--- config.mk ---
export PLATFORM = sky130hd
export DESIGN_NAME = apc_bank
export DESIGN_NICKNAME = d
export VERILOG_FILES = /design/src/apc_pkg.sv /design/src/apc_apb_decode.sv /design/src/apc_bank.sv /design/src/apc_pad_drive.sv
export SDC_FILE = /design/constraint.sdc
export NUM_CORES = 1
export LEC_CHECK = 0
export BUFFER_PORTS_ARGS = -buffer_cell sky130_fd_sc_hd__buf_2
export CORE_MARGIN = 1
export CORE_UTILIZATION = 51
export CTS_BUF_LIST = sky130_fd_sc_hd__clkbuf_4 sky130_fd_sc_hd__clkbuf_8 sky130_fd_sc_hd__clkbuf_16
export CTS_CLUSTER_DIAMETER = 120
export DETAILED_ROUTE_END_ITERATION = 6
export MAX_ROUTING_LAYER = met4
export PLACE_DENSITY = 0.8
export SETUP_SLACK_MARGIN = 0.3
export SYNTH_ARGS = -nofsm -noshare
export SYNTH_HDL_FRONTEND = slang
export SYNTH_SLANG_ARGS = --single-unit
--- constraint.sdc ---
create_clock -name pclk -period 2.4 [get_ports pclk]
set_input_delay 0.12 -clock pclk [delete_from_list [all_inputs] [get_ports pclk]]
set_output_delay 0.12 -clock pclk [all_outputs]
set_load 0.03 [all_outputs]
--- src/apc_pkg.sv ---
// Package: register map and field layout of the alternate pad configuration bank
`default_nettype none
package apc_pkg;
  localparam int unsigned NUM_REGS      = 7;
  localparam int unsigned PADS_PER_REG  = 4;
  localparam int unsigned FIRST_PAD     = 8;
  localparam int unsigned NUM_PADS      = NUM_REGS * PADS_PER_REG;
  localparam int unsigned IDX_W         = 3;
  localparam int unsigned ADDR_W        = 12;
  localparam int unsigned DATA_W        = 32;

  // Word offsets, one register per group of four pads
  localparam logic [11:0] PAD_GROUP8_11_EXTRA_CFG_OFF  = 12'h0E8;
  localparam logic [11:0] PAD_GROUP12_15_EXTRA_CFG_OFF = 12'h0EC;
  localparam logic [11:0] PAD_GROUP16_19_EXTRA_CFG_OFF = 12'h0F0;
  localparam logic [11:0] PAD_GROUP20_23_EXTRA_CFG_OFF = 12'h0F4;
  localparam logic [11:0] PAD_GROUP24_27_EXTRA_CFG_OFF = 12'h0F8;
  localparam logic [11:0] PAD_GROUP28_31_EXTRA_CFG_OFF = 12'h0FC;
  localparam logic [11:0] PAD_GROUP32_35_EXTRA_CFG_OFF = 12'h100;
  localparam logic [11:0] BANK_BASE_OFF = PAD_GROUP8_11_EXTRA_CFG_OFF;

  // Field layout inside one register, per pad slot
  localparam int unsigned SLOT_STRIDE   = 8;
  localparam int unsigned SLEW_BIT_POS  = 4;
  localparam int unsigned DRIVE_BIT_POS = 0;
  localparam logic [31:0] WRITABLE_MASK = 32'h1111_1111;
  localparam logic [31:0] CFG_RESET_VAL = 32'h0000_0000;

  // Default width of the low-order drive field held elsewhere
  localparam int unsigned DRIVE_LOW_W   = 1;
endpackage : apc_pkg
`default_nettype wire
--- src/apc_apb_decode.sv ---
// Module: APB address decode and handshake for the pad configuration bank
`timescale 1ns/1ps
`default_nettype none
module apc_apb_decode #(
  parameter int unsigned ADDR_W = apc_pkg::ADDR_W
) (
  input  wire logic [ADDR_W-1:0]        paddr,
  input  wire logic                     psel,
  input  wire logic                     penable,
  input  wire logic                     pwrite,
  output logic      [apc_pkg::IDX_W-1:0] reg_idx,
  output logic                          addr_hit,
  output logic                          wr_fire,
  output logic                          rd_setup,
  output logic                          pready,
  output logic                          pslverr
);
  logic [ADDR_W-1:0] rel_off;

  // Below-base addresses wrap high and so miss
  assign rel_off  = paddr - ADDR_W'(apc_pkg::BANK_BASE_OFF);
  assign addr_hit = (rel_off[1:0] == 2'h0) &&
                    (rel_off[ADDR_W-1:2] < (ADDR_W-2)'(apc_pkg::NUM_REGS));
  assign reg_idx  = rel_off[apc_pkg::IDX_W+1:2];

  // Zero wait states: every access completes in its first access cycle
  assign pready   = 1'b1;
  assign pslverr  = psel && penable && !addr_hit;
  assign wr_fire  = psel && penable && pwrite && addr_hit;
  assign rd_setup = psel && !penable && !pwrite;
endmodule : apc_apb_decode
`default_nettype wire

--- src/apc_bank.sv ---
// Module: alternate pad configuration register bank, pads 8 to 35, APB slave
//
// Functional notes
// - A slew-select bit at 1 turns on slew-rate limiting for its pad, at 0 the pad runs without it.
// - Each pad's high drive bit joins the low drive field from elsewhere to form its drive strength.
// - Each register serves four pads, slew at bits 28/20/12/4 and drive at 24/16/8/0, top pad highest.
// - Registers sit at consecutive words, pads 8-11 at 0xE8 rising by four up to pads 32-35 at 0x100.
`timescale 1ns/1ps
`default_nettype none
module apc_bank #(
  parameter int unsigned ADDR_W = apc_pkg::ADDR_W,
  parameter int unsigned LOW_W  = apc_pkg::DRIVE_LOW_W
) (
  input  wire logic                                pclk,
  input  wire logic                                presetn,
  input  wire logic                                psel,
  input  wire logic                                penable,
  input  wire logic                                pwrite,
  input  wire logic [ADDR_W-1:0]                   paddr,
  input  wire logic [31:0]                         pwdata,
  input  wire logic [3:0]                          pstrb,
  output logic      [31:0]                         prdata,
  output logic                                     pready,
  output logic                                     pslverr,
  input  wire logic [apc_pkg::NUM_PADS*LOW_W-1:0]  pad_drive_low_field,
  output logic      [apc_pkg::NUM_PADS-1:0]        slew_limit_on,
  output logic      [apc_pkg::NUM_PADS*(LOW_W+1)-1:0] pad_drive_strength
);
  localparam int unsigned NREG  = apc_pkg::NUM_REGS;
  localparam int unsigned NPADS = apc_pkg::NUM_PADS;

  // Refuse shapes the decode and field map cannot serve
  generate
    if (LOW_W < 1 || ADDR_W < 9 || ADDR_W > 32) begin : g_bad_param
      $error("apc_bank: unsupported LOW_W or ADDR_W");
    end
    if (apc_pkg::NUM_REGS > (1 << apc_pkg::IDX_W)) begin : g_bad_layout
      $error("apc_bank: register count exceeds index width");
    end
  endgenerate

  logic [apc_pkg::IDX_W-1:0] reg_idx;
  logic                      addr_hit;
  logic                      wr_fire;
  logic                      rd_setup;

  logic [31:0]          cfg_r   [NREG];
  logic [31:0]          cfg_nxt [NREG];
  logic [31:0]          prdata_r;
  logic [31:0]          prdata_nxt;
  logic [NPADS-1:0]     slew_sel_w;
  logic [NPADS-1:0]     drive_hi_w;

  apc_apb_decode #(
    .ADDR_W (ADDR_W)
  ) i_apc_apb_decode (
    .paddr    (paddr),
    .psel     (psel),
    .penable  (penable),
    .pwrite   (pwrite),
    .reg_idx  (reg_idx),
    .addr_hit (addr_hit),
    .wr_fire  (wr_fire),
    .rd_setup (rd_setup),
    .pready   (pready),
    .pslverr  (pslverr)
  );

  // Register storage: byte-lane writes, only defined bits kept
  always_comb begin
    for (int r = 0; r < NREG; r++) begin
      cfg_nxt[r] = cfg_r[r];
      if (wr_fire && (reg_idx == apc_pkg::IDX_W'(r))) begin
        for (int b = 0; b < 4; b++) begin
          if (pstrb[b]) begin
            cfg_nxt[r][b*8 +: 8] = pwdata[b*8 +: 8] & apc_pkg::WRITABLE_MASK[b*8 +: 8];
          end
        end
      end
    end
  end

  always_ff @(posedge pclk or negedge presetn) begin
    if (!presetn) begin
      for (int r = 0; r < NREG; r++) begin
        cfg_r[r] <= apc_pkg::CFG_RESET_VAL;
      end
    end else begin
      for (int r = 0; r < NREG; r++) begin
        cfg_r[r] <= cfg_nxt[r];
      end
    end
  end

  // Read data captured in setup so it leaves a flip-flop in access
  always_comb begin
    prdata_nxt = prdata_r;
    if (rd_setup) begin
      prdata_nxt = addr_hit ? cfg_r[reg_idx] : 32'h0000_0000;
    end
  end

  always_ff @(posedge pclk or negedge presetn) begin
    if (!presetn) begin
      prdata_r <= 32'h0000_0000;
    end else begin
      prdata_r <= prdata_nxt;
    end
  end

  assign prdata = prdata_r;

  // Field map: pad slot s of register r is pad 8 + 4r + s
  genvar p;
  generate
    for (p = 0; p < NPADS; p++) begin : g_map
      localparam int unsigned R = p / apc_pkg::PADS_PER_REG;
      localparam int unsigned S = p % apc_pkg::PADS_PER_REG;
      assign slew_sel_w[p] = cfg_r[R][S*apc_pkg::SLOT_STRIDE + apc_pkg::SLEW_BIT_POS];
      assign drive_hi_w[p] = cfg_r[R][S*apc_pkg::SLOT_STRIDE + apc_pkg::DRIVE_BIT_POS];
    end
  endgenerate

  apc_pad_drive #(
    .NPADS (NPADS),
    .LOW_W (LOW_W)
  ) i_apc_pad_drive (
    .pclk               (pclk),
    .presetn            (presetn),
    .slew_sel           (slew_sel_w),
    .drive_hi           (drive_hi_w),
    .drive_low          (pad_drive_low_field),
    .slew_limit_on      (slew_limit_on),
    .pad_drive_strength (pad_drive_strength)
  );

  logic [NREG*32-1:0] cfg_flat;
  always_comb begin
    for (int r = 0; r < NREG; r++) begin
      cfg_flat[r*32 +: 32] = cfg_r[r];
    end
  end

  logic full_wr;
  assign full_wr = wr_fire && (pstrb == 4'hF);

  logic rd_access;
  assign rd_access = psel && penable && !pwrite;

  // Per register: a word only moves when written, and only in its strobed lanes
  generate
    for (genvar gr = 0; gr < NREG; gr++) begin : g_reg_chk

      for (genvar gb = 0; gb < 4; gb++) begin : g_lane

      end
    end
  endgenerate

  // Per pad: outputs trail their register bits and low drive field by one edge, never more
  generate
    for (p = 0; p < NPADS; p++) begin : g_pad_chk
      localparam int unsigned CR = p / apc_pkg::PADS_PER_REG;
      localparam int unsigned CS = p % apc_pkg::PADS_PER_REG;

    end
  endgenerate
endmodule : apc_bank
`default_nettype wire

--- src/apc_pad_drive.sv ---
// Module: per-pad slew and drive strength output stage
`timescale 1ns/1ps
`default_nettype none
module apc_pad_drive #(
  parameter int unsigned NPADS = apc_pkg::NUM_PADS,
  parameter int unsigned LOW_W = apc_pkg::DRIVE_LOW_W
) (
  input  wire logic                     pclk,
  input  wire logic                     presetn,
  input  wire logic [NPADS-1:0]         slew_sel,
  input  wire logic [NPADS-1:0]         drive_hi,
  input  wire logic [NPADS*LOW_W-1:0]   drive_low,
  output logic      [NPADS-1:0]         slew_limit_on,
  output logic      [NPADS*(LOW_W+1)-1:0] pad_drive_strength
);
  genvar p;
  generate
    for (p = 0; p < NPADS; p++) begin : g_pad
      logic             slew_r;
      logic             slew_nxt;
      logic [LOW_W:0]   drv_r;
      logic [LOW_W:0]   drv_nxt;

      always_comb begin
        slew_nxt = slew_sel[p];
        drv_nxt  = {drive_hi[p], drive_low[p*LOW_W +: LOW_W]};
      end

      always_ff @(posedge pclk or negedge presetn) begin
        if (!presetn) begin
          slew_r <= 1'b0;
          drv_r  <= '0;
        end else begin
          slew_r <= slew_nxt;
          drv_r  <= drv_nxt;
        end
      end

      assign slew_limit_on[p] = slew_r;
      assign pad_drive_strength[p*(LOW_W+1) +: LOW_W+1] = drv_r;
    end
  endgenerate
endmodule : apc_pad_drive
`default_nettype wire

==> impl_results.md <==
- Outcome: finished clean
- Synthesis-to-finish area growth: 26.1%
- Setup TNS: 0 ps
- Leak: 4.01 nW
- EDFF count, synth: 0
- Synth area leader: dfrtp_1
- Critical path start-end classification: in2out
- Worst Setup End Kind: primary output
- Reg clk slew, reported paths: 60 ps
- Total CTS buffers: 17
- Number of I/O port buffers: 149
- Post-DP Area: 0.00693 sq mm
- I/O Pins: 199
- Place WS: 371 ps
- DRT iter0 DRCs: 116
- Worst-Margin Slew: 605 ps
- Synthesized area: 0.00624 sq mm
- Largest family of logic cells by synthesized area: multiplexers
- Final instance area: 0.00787 sq mm
- DRC Markers: 0
- Worst vdd rail ir drop: 0.459 mV
- Async SR Flop Fraction: 100%
- Tmin final: 1860 ps
- Seq/Total Area, Yosys: 59.3%
- Top-area cell type share of the netlist area: 59.3%
- Post-synth cell types: 32
- Vias in the first global route: 4002
- Yosys warnings: 0
- WHS: 35.5 ps
- Remaining antenna violation count: 0
- Fmax achieved: 0.538 GHz
- Die height: 113 um
- H-Tree Depth: 4
- Core Box Area: 0.0120 sq mm
- Synth Area in Simple Gates: 14.2%
- Maximum clock path buffer count: 2
- Clock skew: 7.13 ps
- Largest net degree at the start of global routing: 68
- Area contributors post-synth: dfrtp_1, mux2_2, nor4_4
- Reg2reg setup slack: 1040 ps
- Syn Inst Count: 412
- Global placement routability congestion: 0.764
- HPWL after detailed placement: 8420 um
- Worst path required time: 2280 ps
- Xor and xnor fraction of the mapped netlist area: 0%
- Row count: 40
- Final WL: 12600 um
- Core Util, Final: 65.8%
- Maxcap violations: 0
- Die area: 0.0127 sq mm
- Total setup buffers inserted after CTS: 0
- Post-synthesis mux area share: 14.4%
- Via density: 5.14
- P per Cell Area: 746 mW/mm^2
- Initial Util: 52.2%
- Crit path launch type: input port
- Largest fanout on the critical path: 22
- Total power: 5.87 mW
- Dominant synthesized flop cell: dfrtp_1
- DRT Pass-1 Iters: 6
- Post-route worst setup slack: 540 ps
- Post-route insts no fill: 734
- Fin crit share: 77.5%
- Worst Hold Depth: 2
- RSZ-0062 raised after global routing: no
- Cell total after placement: 674
- CTS tree: built
- First-pass GRT wire length: 20300 um
- ANT cells: 0
- Share of cells above drive strength 1: 50.9%
- All-Layer GR Usage: 22.1%
- Initial antenna violation count: 0
- Clk_lat worst skew: 420 ps
- Syn Area/Cell: 15.2 sq um
- Worst R2R Path Depth: 4
- Final Hold Fails: 0
- Num Clock Sinks: 148
- Gr ovfl total: 0
- Min-Delay Path Class: in2reg
- Via count: 3772
- Final Slew Violations: 0
- CTS Root Cell: clkbuf_16
- Endpoints failing setup: 0
- Seq cells post-synth: 148
- NumNets Final: 657
- CP arrival: 1740 ps
- Die X: 113 um
- Adder-cell share of the synthesized area: 0.200%
- Max_slew headroom: 59.6%
- DR WL/cell: 17.1 um
- Complex-gate fraction of the synthesized area: 3.49%
critical path, stage by stage:
cell and delay, ps:
buf_2 110, inv_1 40, ha_1 220, o21bai_1 200, a21oi_4 190, buf_6 400, o311a_1 250, buf_2 200
timing repair:
item,in CTS,in global routing
resized for setup,0,1
setup endpoints to repair,0,1
hold endpoints to repair,93,0
hold buffers,29,0
final timing paths:
kind,start,to
setup / recovery,paddr[3],pslverr
hold / removal,pwdata[24],cfg_flat[88]
setup reg to reg,cfg_flat[48],prdata[16]
hold reg to reg,cfg_flat[168],i_apc_pad_drive.g_pad[21].drv_r[1]
max in group asynchronous,presetn,i_apc_pad_drive.g_pad[18].drv_r[0]
min in group asynchronous,presetn,cfg_flat[48]
layer usage:
metal	part of all wire (%)	GRT usage, %
met5	0	-
met1	42	25.8
met4	2.1	8.89
met2	50	35.6
met3	6.3	6.91
area by class of cell:
| cell class | count | area [sq um] |
|---|---|---|
| Multi-Input combinational cell | 212 | 2130 |
| Fill cell | 849 | 4090 |
| Tap cell | 147 | 184 |
| Inverter | 3 | 11.3 |
| Sequential cell | 148 | 3700 |
| Timing Repair Buffer | 193 | 1200 |
| Clock inverter | 10 | 178 |
| Clock buffer | 21 | 474 |
power breakdown:
| part | switching [mW] | internal (mW) |
|---|---|---|
| logic | 0.327 | 0.133 |
| clock network | 0.957 | 1.92 |
| registers | 0.00734 | 2.52 |
| total | 1.29 | 4.58 |
cell usage in the layout (no fill, tap or decap), types with 4 or more instances in the layout:
| master | count |
|---|---|
| o21ai_0 | 8 |
| buf_4 | 11 |
| bufinv_16 | 5 |
| mux4_2 | 8 |
| mux2_2 | 64 |
| buf_2 | 148 |
| dfrtp_1 | 148 |
| and3b_1 | 4 |
| clkbuf_16 | 17 |
| a22o_1 | 8 |
| a22oi_1 | 8 |
| dlygate4sd3_1 | 29 |
| nand2_1 | 36 |
| conb_1 | 25 |
| nor4_4 | 29 |
| clkinv_2 | 4 |
| and3_1 | 4 |
cell usage after synthesis (7+ instances only):
library cell  count
nand2_1          36
nor4_4           29
mux2_2           64
mux4_2            8
buf_4            57
buf_2             7
a22o_1            8
a22oi_1           8
o21ai_0           8
dfrtp_1         148
sequential cells by signal (all words and copies together), names as in the netlist:
| register | count |
|---|---|
| cfg_flat | 56 |
| i_apc_pad_drive.g_pad.drv_r | 56 |
| i_apc_pad_drive.g_pad.slew_r | 28 |
| prdata | 8 |
logic make-up after synthesis:
family                   count (synthesis)
flip-flops                             148
AND/OR/NAND/NOR                         84
buffers and inverters                   75
multiplexers                            72
AO/OA/AOI/OAI                           30
other                                    2
adder cells (fa/ha/maj)                  1
No activity file was read; power rests on OpenSTA's default activity.
